===== config.mk =====
export PLATFORM = sky130hd
export DESIGN_NAME = mrie_exec
export DESIGN_NICKNAME = d
export VERILOG_FILES = /design/src/hdl/mrie_pkg.sv /design/src/hdl/mrie_exec.sv
export VERILOG_INCLUDE_DIRS = /design/src /design/src/hdl
export SDC_FILE = /design/constraint.sdc
export NUM_CORES = 1
export LEC_CHECK = 0
export ABC_AREA = 1
export BUFFER_PORTS_ARGS = -buffer_cell sky130_fd_sc_hd__buf_2
export CAP_MARGIN = 20
export CORE_MARGIN = 8
export CORE_UTILIZATION = 47
export DETAILED_ROUTE_END_ITERATION = 7
export PLACE_DENSITY = 0.78
export SETUP_SLACK_MARGIN = 0.2
export SLEW_MARGIN = 10
export SYNTH_ARGS = -nofsm -noshare
export SYNTH_HDL_FRONTEND = slang
export SYNTH_SLANG_ARGS = --single-unit

===== constraint.sdc =====
create_clock -name clk_sys_in -period 1.29 [get_ports clk_sys_in]
set_input_delay 0.0645 -clock clk_sys_in [delete_from_list [all_inputs] [get_ports clk_sys_in]]
set_output_delay 0.0645 -clock clk_sys_in [all_outputs]
set_load 0.02 [all_outputs]

===== src/hdl/mrie_defines.svh =====
// Opcode patterns, field positions and widths for the move and return executor
`ifndef MRIE_DEFINES_SVH
`define MRIE_DEFINES_SVH
`define MRIE_OP_W 14
`define MRIE_PC_W 13
`define MRIE_FILE_ADDR_W 7
`define MRIE_LIT_W 8
// Move W to file: 00 0000 1fff ffff
`define MRIE_MOVE_MASK 14'h3F80
`define MRIE_MOVE_PAT 14'h0080
// Load literal: 11 00xx kkkk kkkk (don't-care bits 9:8)
`define MRIE_LOADL_MASK 14'h3C00
`define MRIE_LOADL_PAT 14'h3000
`define MRIE_LOADL_DC_MASK 14'h0300
// Return with literal: 11 01xx kkkk kkkk
`define MRIE_RETL_MASK 14'h3C00
`define MRIE_RETL_PAT 14'h3400
`define MRIE_RETURN_OP 14'h0008
`define MRIE_RETINT_OP 14'h0009
`define MRIE_NO_OP_OP 14'h0000
`define MRIE_IEN_BIT 7
`define MRIE_W_RST 8'h00
`define MRIE_IEN_RST 1'h0
`define MRIE_PC_RST 13'h0000
`define MRIE_FADDR_RST 7'h00
`define MRIE_FDATA_RST 8'h00
`endif


===== src/hdl/mrie_pkg.sv =====
// Types shared by the move and return executor
package mrie_pkg;
    typedef enum logic [2:0] {
        MRIE_I_NO_OP = 3'h0,
        MRIE_I_MOVE_W = 3'h1,
        MRIE_I_LOADL = 3'h2,
        MRIE_I_RETURN = 3'h3,
        MRIE_I_RETINT = 3'h4,
        MRIE_I_RETL = 3'h5,
        MRIE_I_OTHER = 3'h6
    } mrie_instr_e;
    typedef enum logic [0:0] {
        MRIE_S_EXEC = 1'h0,
        MRIE_S_FLUSH = 1'h1
    } mrie_state_e;
endpackage


===== src/hdl/mrie_exec.sv =====
// Executor for move, load-literal, no-operation and return instructions
// Operation
// - Move W to 7-bit file address, one cycle
// - Load 8-bit literal into W, one cycle
// - Literal don't-care bits ignored by decoder
// - Interrupt return pops stack into PC, two cycles
// - Interrupt return sets global interrupt enable bit
// - Literal return loads W and popped PC
// - Subroutine return pops stack into PC
`timescale 1ns/1ps
`include "mrie_defines.svh"

module mrie_exec
(
    input wire logic clk_sys_in,
    input wire logic rst_in,
    input wire logic instr_valid_in,
    input wire logic [13:0] instr_in,
    input wire logic [12:0] top_of_stack_in,
    output logic [7:0] w_out,
    output logic file_we_out,
    output logic [6:0] file_addr_out,
    output logic [7:0] file_data_out,
    output logic stack_pop_out,
    output logic pc_load_out,
    output logic [12:0] pc_out,
    output logic global_interrupt_enable_out,
    output logic flush_out,
    output logic unhandled_out
);
    import mrie_pkg::*;

    function automatic mrie_instr_e decode(input logic [13:0] op);
        if ((op & `MRIE_MOVE_MASK) == `MRIE_MOVE_PAT)
            decode = MRIE_I_MOVE_W;
        else if ((op & `MRIE_LOADL_MASK) == `MRIE_LOADL_PAT)
            decode = MRIE_I_LOADL;
        else if ((op & `MRIE_RETL_MASK) == `MRIE_RETL_PAT)
            decode = MRIE_I_RETL;
        else if (op == `MRIE_RETURN_OP)
            decode = MRIE_I_RETURN;
        else if (op == `MRIE_RETINT_OP)
            decode = MRIE_I_RETINT;
        else if (op == `MRIE_NO_OP_OP)
            decode = MRIE_I_NO_OP;
        else
            decode = MRIE_I_OTHER;
    endfunction

    mrie_state_e state_r, state_nxt;
    logic [7:0] w_r, w_nxt;
    logic we_r, we_nxt;
    logic [6:0] faddr_r, faddr_nxt;
    logic [7:0] fdata_r, fdata_nxt;
    logic pop_r, pop_nxt;
    logic pcld_r, pcld_nxt;
    logic [12:0] pc_r, pc_nxt;
    logic ien_r, ien_nxt;
    logic flush_r, flush_nxt;
    logic unh_r, unh_nxt;
    mrie_instr_e kind;

    always_comb
    begin
        kind = decode(instr_in);
        state_nxt = MRIE_S_EXEC;
        w_nxt = w_r;
        we_nxt = 1'b0;
        faddr_nxt = faddr_r;
        fdata_nxt = fdata_r;
        pop_nxt = 1'b0;
        pcld_nxt = 1'b0;
        pc_nxt = pc_r;
        ien_nxt = ien_r;
        flush_nxt = 1'b0;
        unh_nxt = 1'b0;
        case (state_r)
            MRIE_S_FLUSH:
            begin
                flush_nxt = 1'b1;
                state_nxt = MRIE_S_EXEC;
            end
            MRIE_S_EXEC:
            begin
                if (instr_valid_in)
                begin
                    case (kind)
                        MRIE_I_MOVE_W:
                        begin
                            we_nxt = 1'b1;
                            faddr_nxt = instr_in[`MRIE_FILE_ADDR_W-1:0];
                            fdata_nxt = w_r;
                        end
                        MRIE_I_LOADL:
                        begin
                            w_nxt = instr_in[`MRIE_LIT_W-1:0];
                        end
                        MRIE_I_RETL:
                        begin
                            w_nxt = instr_in[`MRIE_LIT_W-1:0];
                            pop_nxt = 1'b1;
                            pcld_nxt = 1'b1;
                            pc_nxt = top_of_stack_in;
                            state_nxt = MRIE_S_FLUSH;
                        end
                        MRIE_I_RETURN:
                        begin
                            pop_nxt = 1'b1;
                            pcld_nxt = 1'b1;
                            pc_nxt = top_of_stack_in;
                            state_nxt = MRIE_S_FLUSH;
                        end
                        MRIE_I_RETINT:
                        begin
                            pop_nxt = 1'b1;
                            pcld_nxt = 1'b1;
                            pc_nxt = top_of_stack_in;
                            ien_nxt = 1'b1;
                            state_nxt = MRIE_S_FLUSH;
                        end
                        MRIE_I_NO_OP:
                        begin
                            unh_nxt = 1'b0;
                        end
                        default:
                        begin
                            unh_nxt = 1'b1;
                        end
                    endcase
                end
            end
            default:
            begin
                state_nxt = MRIE_S_EXEC;
            end
        endcase
    end

    always_ff @(posedge clk_sys_in)
    begin
        if (rst_in)
        begin
            state_r <= MRIE_S_EXEC;
            w_r <= `MRIE_W_RST;
            we_r <= 1'b0;
            faddr_r <= `MRIE_FADDR_RST;
            fdata_r <= `MRIE_FDATA_RST;
            pop_r <= 1'b0;
            pcld_r <= 1'b0;
            pc_r <= `MRIE_PC_RST;
            ien_r <= `MRIE_IEN_RST;
            flush_r <= 1'b0;
            unh_r <= 1'b0;
        end
        else
        begin
            state_r <= state_nxt;
            w_r <= w_nxt;
            we_r <= we_nxt;
            faddr_r <= faddr_nxt;
            fdata_r <= fdata_nxt;
            pop_r <= pop_nxt;
            pcld_r <= pcld_nxt;
            pc_r <= pc_nxt;
            ien_r <= ien_nxt;
            flush_r <= flush_nxt;
            unh_r <= unh_nxt;
        end
    end

    assign w_out = w_r;
    assign file_we_out = we_r;
    assign file_addr_out = faddr_r;
    assign file_data_out = fdata_r;
    assign stack_pop_out = pop_r;
    assign pc_load_out = pcld_r;
    assign pc_out = pc_r;
    assign global_interrupt_enable_out = ien_r;
    assign flush_out = flush_r;
    assign unhandled_out = unh_r;

    property p_move_w;
        @(posedge clk_sys_in) disable iff (rst_in)
        (state_r == MRIE_S_EXEC && instr_valid_in && kind == MRIE_I_MOVE_W)
        |=> (file_we_out && file_addr_out == $past(instr_in[`MRIE_FILE_ADDR_W-1:0])
            && file_data_out == $past(w_r));
    endproperty
    a_move_w: assert property (p_move_w) else $error("file write wrong");

    property p_loadl;
        @(posedge clk_sys_in) disable iff (rst_in)
        (state_r == MRIE_S_EXEC && instr_valid_in
            && (instr_in & `MRIE_LOADL_MASK) == `MRIE_LOADL_PAT)
        |=> (w_out == $past(instr_in[`MRIE_LIT_W-1:0]) && !pc_load_out);
    endproperty
    a_loadl: assert property (p_loadl) else $error("literal load wrong");

    // Literal with don't-care bits set must still land in W
    property p_dontcare;
        @(posedge clk_sys_in) disable iff (rst_in)
        (state_r == MRIE_S_EXEC && instr_valid_in
            && (instr_in & `MRIE_LOADL_MASK) == `MRIE_LOADL_PAT
            && |(instr_in & `MRIE_LOADL_DC_MASK))
        |=> (w_out == $past(instr_in[`MRIE_LIT_W-1:0]) && !unhandled_out);
    endproperty
    a_dontcare: assert property (p_dontcare) else $error("literal not decoded");

    property p_retint;
        @(posedge clk_sys_in) disable iff (rst_in)
        (state_r == MRIE_S_EXEC && instr_valid_in && instr_in == `MRIE_RETINT_OP)
        |=> (stack_pop_out && pc_load_out && pc_out == $past(top_of_stack_in)) ##1 flush_out;
    endproperty
    a_retint: assert property (p_retint) else $error("interrupt return wrong");

    property p_int_enable;
        @(posedge clk_sys_in) disable iff (rst_in)
        (state_r == MRIE_S_EXEC && instr_valid_in && instr_in == `MRIE_RETINT_OP)
        |=> global_interrupt_enable_out;
    endproperty
    a_int_enable: assert property (p_int_enable) else $error("enable not set");

    property p_retl;
        @(posedge clk_sys_in) disable iff (rst_in)
        (state_r == MRIE_S_EXEC && instr_valid_in
            && (instr_in & `MRIE_RETL_MASK) == `MRIE_RETL_PAT)
        |=> (w_out == $past(instr_in[`MRIE_LIT_W-1:0]) && pc_out == $past(top_of_stack_in)
            && stack_pop_out && pc_load_out);
    endproperty
    a_retl: assert property (p_retl) else $error("literal return wrong");

    property p_return;
        @(posedge clk_sys_in) disable iff (rst_in)
        (state_r == MRIE_S_EXEC && instr_valid_in && instr_in == `MRIE_RETURN_OP)
        |=> (stack_pop_out && pc_load_out && pc_out == $past(top_of_stack_in)
            && $stable(global_interrupt_enable_out));
    endproperty
    a_return: assert property (p_return) else $error("subroutine return wrong");

    property p_flush;
        @(posedge clk_sys_in) disable iff (rst_in)
        pc_load_out |=> (flush_out && !file_we_out && !stack_pop_out && $stable(w_out));
    endproperty
    a_flush: assert property (p_flush) else $error("fetched word not flushed");

    c_move_w: cover property (@(posedge clk_sys_in) disable iff (rst_in) file_we_out);
    c_retint: cover property (@(posedge clk_sys_in) disable iff (rst_in)
        $rose(global_interrupt_enable_out));
    c_retl: cover property (@(posedge clk_sys_in) disable iff (rst_in)
        pc_load_out ##1 flush_out);
endmodule // mrie_exec


==> results.txt, run 1 <==
Inst Count DP: 338
Final Util: 0.6986
Final Power: 0.002747 W
Synth Instances: 226
Pwr/cell area: 1074 nW/um2
# DRC: 0
Standard-cell row count: 22
Max Fclk: 0.8908 GHz
YS warnings: 0
DIE HEIGHT: 77.68 um
Final period util: 0.8702
Fin nets: 339
Final GP Congestion: 0.7516
Yosys cell types: 25
Max_cap viols: 0
Time the worst path needs with I/O delays and setup: 1.123 ns
TritonCTS clock tree: yes
Largest net degree at the start of global routing: 29
Wire per inst: 14.27 um
Crit path required time: 1.52 ns
I/O pins: 72
First-pass DRT Iterations: 4
Clk_lat worst skew: 0.30 ns
Post-synth top flop: dfxtp_1
Ys async rst share: 0
RSZ-0062 raised after global routing: true
Pint: 0.002093 W
Root buffer cell: clkbuf_8
Final ANT Viol Nets: 0
P_sw: 0.0006546 W
CORE AREA: 3661 um2
Syn_nets: 256
Antenna violations before repair: 0
Area delta synth->final: 43.04%
Register area share after synthesis: 0.4591
Tot GR Track Use: 0.1591
Syn Area/Cell: 7.911 um2
Vias in the first global route: 1664
Register-to-Register Path Depth: 7
Worst slew margin: 0.7913
Met3 Use GR: 0.04493
Synth top area share: 0.4591
Die Width: 77.68 um
Pleak: 1.281 nW
Post-synth EDFFs: 0
Clk buf depth: 2
Status: completed
Worst Path Arrival: 1.35 ns
Switching Fraction: 0.2383
Diode count: 0
Starting Density: 0.4884
Worst reg2reg path endpoint: file_data_out[5]
Critical Path Source: state_r
Hold WC Path Type: in -> reg
First-pass GRT wire length: 7.838 mm
Most frequent cell after synthesis: dfxtp_1
Vias/cell: 4.992
Layout Skew: 0.007064 ns
1st-iter DRT viols: 93
Fin cells: 358
Final Max Tran Viols: 0
PortBufs: 71
Via Count: 1787
Met2 Usage GRT: 0.2665
Syn Std Cell Area: 1788 um2
Critical Path End: file_data_out[5]
Peak supply drop: 0.8673 mV
Yosys top cell by area: dfxtp_1
Seq pwr share: 0.472
Reg clk slew, reported paths: 0.08 ns
Nature of the critical path startpoint: flop
Critical path type: reg -> reg
CP endpoint kind: flop
Worst reg2reg startpoint: state_r
Busiest layer in global routing: met2
# fillers: 305
Total congestion overflow: 0
Crit-path max FO: 6
Clk pwr share: 0.419
CTS Buf Count: 5
R2r setup slk: 0.17 ns
Layout cells sized above 1: 0.4355
Synth top area cells: dfxtp_1 46%, nor2_1 8.2%, a21oi_1 4.8%, inv_1 4.6%, a21oi_2 4.4%
Post-DP HPWL: 3.340 mm
Final hold violation count: 0
DIE AREA: 6034 um2
Clock Sinks: 41
Setup Viol. Count Final: 0
Worst-Margin Slew: 0.3122 ns
Synth Register Bits: 41
H-Tree Level Count: 2
Comb pwr share: 0.108
Top cells by count, synth: 41 x dfxtp_1, 39 x nor2_1, 22 x inv_1
Met1 Track Usage GR: 0.1807
Wirelength, routed: 5.110 mm
## repair_timing
action                     CTS  global route
pin swaps                    2             8
resized for setup           16            14
setup buffers                3             2
hold buffers                 1             0
cloned                       2             4
setup endpoints to repair   37            37
hold endpoints to repair     3             0
## routing by layer
| layer | vias to the layer above | part of all wire |
|---|---|---|
| met1 | 821 | 0.42 |
| met3 | 9 | 0.067 |
| met5 | - | 0 |
| met2 | 58 | 0.49 |
| met4 | 0 | 0.023 |
| li1 | 899 | - |
## state kept, by name, indices dropped and copies added (netlist names)
register	cells
pc_out	13
file_data_out	8
w_out	8
file_addr_out	7
file_we_out	1
flush_out	1
global_interrupt_enable_out	1
state_r	1
unhandled_out	1
## placed cells by master, fill, tap and decap left out, types with 2 or more instances in the layout
master      n
o21ai_2     7
buf_6       2
nor3_1     11
inv_2       2
nand3_1    10
buf_2      72
clkbuf_16   3
clkbuf_8    5
nor2_4      2
buf_12      2
buf_16      2
nor2_1     38
inv_1      19
nand3_4     2
buf_4       7
inv_4       2
a21oi_2     9
o21ai_0     7
nand2_1    20
nand2_2     4
dfxtp_1    40
o21ai_1    10
a21oi_1    17
nand3_2     6
## worst min-delay path by stage
stage | start | endpoint | depth (start not counted)
after global placement | rst_in | state_r | 2
after CTS | instr_in[3] | file_addr_out[3] | 3
after detailed placement | rst_in | state_r | 2
final | instr_in[3] | file_addr_out[3] | 3
after floorplan | rst_in | state_r | 1
after global routing | instr_in[5] | file_addr_out[5] | 3
## logic make-up (layout without fill, tap and decap cells)
group                  after synthesis  in the layout  share of synthesized area
AND/OR/NAND/NOR                     96             97                     0.2680
buffers and inverters               38            121                     0.1099
AO/OA/AOI/OAI                       51             51                     0.1631
flip-flops                          41             41                     0.4591
## stage by stage
step | instance area, um2 | hold WS (ns) | TNS [ns] | setup slack, ns
global placement | 2171 | 0.2688 | 0 | 0.01841
finish | 2557 | 0.01721 | 0 | 0.1675
detailed placement | 2171 | 0.2739 | -0.1340 | -0.03026
floorplan | 1802 | 0.1264 | 0 | 0.2001
CTS | 2424 | 0.01774 | 0 | 0.1960
global route | 2557 | 0.03706 | 0 | 0.1124
## critical path: stages (launching register included)
cell and delay (ns):
dfxtp_4 0.35, inv_4 0.07, nand2_8 0.08, nor2_4 0.13, buf_4 0.12, buf_12 0.11, o21ai_2 0.05, a21oi_1 0.14
## area by class of cell
| type | instances | area (um2) | area share |
|---|---|---|---|
| clock inverter | 2 | 35.03 | 0.01370 |
| timing repair buffer | 89 | 605.6 | 0.2368 |
| multi-input combinational | 148 | 838.3 | 0.3278 |
| inverter | 24 | 100.1 | 0.03914 |
| tap | 48 | 60.06 | 0.02348 |
| clock buffer | 6 | 93.84 | 0.03669 |
| sequential | 41 | 824.5 | 0.3224 |
## power groups by stage
stage	clock network [W]	registers, W	logic, W
floorplan	0	0.00135	0.000132
global placement	0	0.00133	0.000249
detailed placement	0	0.00133	0.000253
CTS	0.00116	0.00130	0.000266
global route	0.00120	0.00130	0.000326
finish	0.00115	0.00130	0.000298
Power figures use the tool's default switching activity.
==> run 2, diff against run 1 <==
CORE_MARGIN = not set   (was 8)
==> results.txt, run 2 (same netlist as run 1, synthesis figures left out) <==
Crit-path leading delay family: flip-flops
Standard-cell row count: 22 (unchanged)
# fillers: 308 (+0.98%)
Diode count: 0 (unchanged)
Final GP Congestion: 0.7594 (+1.0%)
Setup Viol. Count Final: 0 (unchanged)
Pint: 0.001878 W (-10%)
Nature of the critical path startpoint: flop
Max_cap viols: 0 (unchanged)
Levels on crit path: 6 (-1)
First-pass DRT Iterations: 4 (unchanged)
Layout cells sized above 1: 0.4412 (+0.005693)
# DRC: 0 (unchanged)
Critical path type: reg -> reg
Antenna violations before repair: 0 (unchanged)
Worst path slowest cell: dfxtp_4
CP endpoint kind: flop
I/O pins: 72 (unchanged)
Pleak: 1.228 nW (-4.2%)
Crit path required time: 1.52 ns (about the same)
Post-DP HPWL: 2.836 mm (-15%)
RSZ-0062 raised after global routing: true
Die Width: 63.68 um (-18%)
Buf/Inv on CP: 2 (-1)
Worst slew margin: 0.7146 (-0.07667)
Time the worst path needs with I/O delays and setup: 1.108 ns (-0.01457 ns)
Total congestion overflow: 0 (unchanged)
Final period util: 0.8589 (-0.01129)
Worst Path Arrival: 1.34 ns (about the same)
H-Tree Level Count: 2 (unchanged)
TritonCTS clock tree: yes
Layout Skew: 0.006447 ns (-0.0006169 ns)
DIE HEIGHT: 63.68 um (-18%)
Via Count: 1758 (-1.6%)
Multi-input gate area: 868.3 um2 (+3.6%)
Worst-path cell chain: inv_4 > nand2_8 > nor2_4 > buf_6 > o21ai_2 > a21oi_2
Clock Sinks: 41 (unchanged)
PortBufs: 71 (unchanged)
Fin cells: 354 (-1.1%)
Root buffer cell: clkbuf_8
Fin nets: 335 (-1.2%)
Crit-path max FO: 7 (+1)
FF/Latch Area: 824.5 um2 (unchanged)
Starting Density: 0.4884 (unchanged)
Max FFs per register: 13 (unchanged)
Final ANT Viol Nets: 0 (unchanged)
CTS Buf Count: 5 (unchanged)
First-pass GRT wire length: 6.520 mm (-17%)
Max Fclk: 0.9025 GHz (+1.3%)
Final Max Tran Viols: 0 (unchanged)
Inst Count DP: 339 (+0.30%)
Pwr/cell area: 1023 nW/um2 (-4.8%)
1st-iter DRT viols: 101 (+8.6%)
Comb pwr share: 0.115 (+0.007)
Register-to-Register Path Depth: 6 (-1)
Peak supply drop: 0.6196 mV (-29%)
Worst-Margin Slew: 0.4277 ns (+0.1155 ns)
Hold Path Stages: 3 (unchanged)
DIE AREA: 4055 um2 (-33%)
Vias in the first global route: 1518 (-8.8%)
CP peak stage delay: 0.36 ns (about the same)
CORE AREA: 3661 um2 (unchanged)
Switching Fraction: 0.2481 (+0.009823)
Wire per inst: 12.04 um (-16%)
Most frequent cells in the layout: 72 x buf_2, 40 x dfxtp_1, 38 x nor2_1
Tot GR Track Use: 0.2015 (+0.04246)
Hold WC Path Type: in -> reg
P_sw: 0.0006197 W (-5.3%)
Seq pwr share: 0.519 (+0.047)
Area delta synth->final: 36.60%
Final hold violation count: 0 (unchanged)
Wirelength, routed: 4.262 mm (-17%)
Setup ws final: 0.1820 ns (+0.01457 ns)
Status: completed
Clk_lat worst skew: 0.29 ns (about the same)
Vias/cell: 4.966 (-0.51%)
Largest net degree at the start of global routing: 29 (unchanged)
Commonest non-fill, non-tap cell in the layout: buf_2
Clk buf depth: 2 (unchanged)
Post-place setup slack: -0.04055 ns (-0.01028 ns)
Clk pwr share: 0.366 (-0.053)
Reg clk slew, reported paths: 0.08 ns (about the same)
==> run 2: cell types whose count changed in the layout (fill, tap and decap cells not counted), sizes merged <==
cell | before | now
buf | 86 | 84
bufinv | 1 | 0
clkbuf | 8 | 7
==> run 2: path summary, 6_finish.rpt <==
check	endpoint	startpoint	slack [ns]
setup / recovery	file_addr_out[2]	state_r	0.18
hold / removal	file_addr_out[3]	instr_in[3]	0.04
setup reg to reg	file_addr_out[2]	state_r	0.18
hold reg to reg	global_interrupt_enable_out	global_interrupt_enable_out	0.47
==> run 2: what timing repair did <==
action | in CTS | in global routing
gates cloned | 1 | 2
endpoints found under the hold margin | 3 | 0
buffers inserted | 1 | 2
pin swaps | 2 | 6
gates resized for setup | 10 | 21
endpoints found under the setup margin | 38 | 28
hold buffers | 1 | 0
==> run 2: per-layer routing <==
layer / global-route usage / up-vias / wire (um)
li1: - / 893 / -
met1: 0.2642 / 815 / 2078
met2: 0.3245 / 44 / 2004
met3: 0.03442 / 6 / 134
met4: 0.08239 / 0 / 45
met5: 0 / - / 0
==> run 2: power groups by stage <==
stage / clock (W) / sequential [W] / combinational (W)
floorplan: 0 / 0.00135 / 0.000132
global placement: 0 / 0.00133 / 0.000252
detailed placement: 0 / 0.00133 / 0.000255
CTS: 0.000937 / 0.00130 / 0.000269
global route: 0.000970 / 0.00130 / 0.000314
finish: 0.000913 / 0.00130 / 0.000287
==> run 2: metrics by stage <==
| step | area [um2] | setup TNS [ns] | total power, W | hold slack (ns) | utilization |
|---|---|---|---|---|---|
| after floorplan | 1802 | 0 | 0.001485 | 0.1264 | - |
| after global placement | 2178 | 0 | 0.001579 | 0.2731 | 0.5950 |
| after detailed placement | 2178 | -0.1265 | 0.001582 | 0.2715 | 0.5950 |
| after CTS | 2331 | 0 | 0.002502 | 0.04118 | 0.6367 |
| after global routing | 2442 | 0 | 0.002584 | 0.05327 | 0.6671 |
| final | 2442 | 0 | 0.002498 | 0.04312 | 0.6671 |
==> run 2: cell type report <==
| type | instances | area share |
|---|---|---|
| tap | 48 | 0.02459 |
| sequential | 41 | 0.3376 |
| clock buffer | 7 | 0.03945 |
| clock inverter | 1 | 0.002049 |
| inverter | 24 | 0.04098 |
| timing repair buffer | 85 | 0.1998 |
| multi-input combinational | 148 | 0.3555 |
==> run 2: worst register-to-register path: cells and delay by family, from the launching register on <==
family	cells	cell delay, ns
AOI/OAI and AO/OA	2	0.18
buffers and inverters	2	0.25
DFF	1	0.36
and+or+nand+nor	2	0.27
==> run 3, diff against run 2 <==
BUFFER_PORTS_ARGS = -buffer_cell sky130_fd_sc_hd__clkbuf_2   (was -buffer_cell sky130_fd_sc_hd__buf_2)
==> results.txt, run 3 (same netlist as run 1, synthesis figures left out) <==
Status: finished, violations left
Violated checks: negative hold slack
Max FFs per register: 13 (unchanged)
First-pass DRT Iterations: 4 (unchanged)
Final GP Congestion: 0.7375 (-2.9%)
Worst path slowest cell: dfxtp_4
RSZ-0062 raised after global routing: true
Pleak: 1.187 nW (-3.3%)
Total congestion overflow: 0 (unchanged)
Final ANT Viol Nets: 0 (unchanged)
Most frequent cells in the layout: 71 x clkbuf_2, 40 x dfxtp_1, 38 x nor2_1
CTS Buf Count: 5 (unchanged)
Worst slew margin: 0.7625 (+0.04789)
Vias/cell: 4.795 (-3.4%)
Final hold violation count: 3 (+3)
Nature of the critical path startpoint: flop
FF/Latch Area: 824.5 um2 (unchanged)
Hold WC Path Type: in -> reg
Setup Viol. Count Final: 0 (unchanged)
Peak supply drop: 0.7426 mV (+20%)
Layout cells sized above 1: 0.4112 (-0.02999)
Time the worst path needs with I/O delays and setup: 1.107 ns (-0.0005280 ns)
Starting Density: 0.4884 (unchanged)
Wire per inst: 12.02 um (-0.14%)
# DRC: 0 (unchanged)
# fillers: 318 (+3.2%)
Switching Fraction: 0.2503 (+0.002240)
Root buffer cell: clkbuf_8
Multi-input gate area: 808.3 um2 (-6.9%)
Max Fclk: 0.9030 GHz (about the same)
Clk pwr share: 0.351 (-0.015)
Fin nets: 334 (-0.30%)
Worst-Margin Slew: 0.3563 ns (-0.07136 ns)
CP endpoint kind: flop
Crit path required time: 1.51 ns (about the same)
Commonest non-fill, non-tap cell in the layout: clkbuf_2
P_sw: 0.0006046 W (-2.4%)
Fin cells: 352 (-0.56%)
Setup TNS: 0 ns (unchanged)
Antenna violations before repair: 0 (unchanged)
Max_cap viols: 0 (unchanged)
Pwr/cell area: 995.0 nW/um2 (-2.7%)
Final Max Tran Viols: 0 (unchanged)
Critical path type: reg -> reg
Worst Path Arrival: 1.33 ns (about the same)
Tot GR Track Use: 0.2168 (+0.01532)
Clk_lat worst skew: 0.29 ns (about the same)
DIE HEIGHT: 63.68 um (unchanged)
Wirelength, routed: 4.232 mm (-0.70%)
Inst Count DP: 337 (-0.59%)
CORE AREA: 3661 um2 (unchanged)
Vias in the first global route: 1479 (-2.6%)
Standard-cell row count: 22 (unchanged)
Reg clk slew, reported paths: 0.07 ns (about the same)
Area delta synth->final: 35.76%
Die Width: 63.68 um (unchanged)
I/O pins: 72 (unchanged)
1st-iter DRT viols: 94 (-6.9%)
Layout Skew: 0.007119 ns (+0.0006718 ns)
DIE AREA: 4055 um2 (unchanged)
First-pass GRT wire length: 6.879 mm (+5.5%)
Final period util: 0.8585 (about the same)
Post-DP HPWL: 2.764 mm (-2.5%)
Clock Sinks: 41 (unchanged)
Diode count: 0 (unchanged)
TritonCTS clock tree: yes
Pint: 0.001811 W (-3.6%)
Crit-path max FO: 6 (-1)
Via Count: 1688 (-4.0%)
Worst-path cell chain: inv_4 > nand2_8 > nor2_4 > buf_6 > buf_12 > o21ai_1 > a21oi_1
Seq pwr share: 0.537 (+0.018)
PortBufs: 71 (unchanged)
CP peak stage delay: 0.35 ns (about the same)
Comb pwr share: 0.111 (-0.004)
H-Tree Level Count: 2 (unchanged)
Hold Slack: -0.03238 ns (-0.07550 ns)
Largest net degree at the start of global routing: 29 (unchanged)
Clk buf depth: 2 (unchanged)
-- run 3: cell count changes in the layout (fill, tap and decap cells not counted), moves of 2 or more --
cell	delta
o21ai_0	+2
buf_16	+2
o21ai_1	+2
buf_2	-72
buf_6	-2
nor3_1	+3
clkbuf_2	+71
nor3_2	-3
o21ai_2	-3
-- run 3: critical path, delay by kind of cell, from the launching register on --
kind	cells	cell delay (ns)
buffers and inverters	3	0.31
flip-flops	1	0.35
AO/OA/AOI/OAI	2	0.18
AND/OR/NAND/NOR	2	0.21
-- run 3: final cells by class --
cell class | instances | area share
Sequential cell | 41 | 0.3397
Multi-Input combinational cell | 147 | 0.3330
Timing Repair Buffer | 85 | 0.2268
Inverter | 24 | 0.04021
Clock buffer | 7 | 0.03557
Tap cell | 48 | 0.02474
-- run 3: power groups by stage --
stage	clock network [W]	logic, W	registers (W)
final	0.000849	0.000268	0.00130
after detailed placement	0	0.000254	0.00133
after global placement	0	0.000251	0.00133
after CTS	0.000860	0.000267	0.00130
after global routing	0.000911	0.000295	0.00130
after floorplan	0	0.000132	0.00135
-- run 3: worst paths after layout --
| check | start | end | cells after the start | slack [ns] |
|---|---|---|---|---|
| max | state_r | file_data_out[5] | 7 | 0.18 |
| min | rst_in | state_r | 2 | -0.03 |
| max reg2reg | state_r | file_data_out[5] | 7 | 0.18 |
| min reg2reg | w_out[5] | w_out[5] | 2 | 0.48 |
-- run 3: what timing repair did --
item                                   CTS  global route
cloned                                   2             1
gates resized for setup                 16             0
pin swaps                                2             0
setup endpoints to repair               38            35
buffers inserted                         5             0
endpoints found under the hold margin    3             3
-- run 3: metrics by stage --
stage / power (W) / utilization / cell area [um2] / hold WS (ns) / setup slack, ns
CTS: 0.002426 / 0.6562 / 2402 / -0.03482 / 0.1992
floorplan: 0.001485 / - / 1802 / 0.1264 / 0.2001
global route: 0.002507 / 0.6630 / 2427 / -0.01526 / 0.1053
detailed placement: 0.001582 / 0.5943 / 2176 / 0.2726 / -0.01744
global placement: 0.001579 / 0.5943 / 2176 / 0.2802 / 0.02813
finish: 0.002415 / 0.6630 / 2427 / -0.03238 / 0.1825
-- run 3: routing by layer --
metal	vias to the layer above	routed length (um)	track usage
li1	883	-	-
met1	762	2044	0.3047
met2	41	2009	0.3258
met3	2	151	0.05435
met4	0	27	0.05966
met5	-	0	0
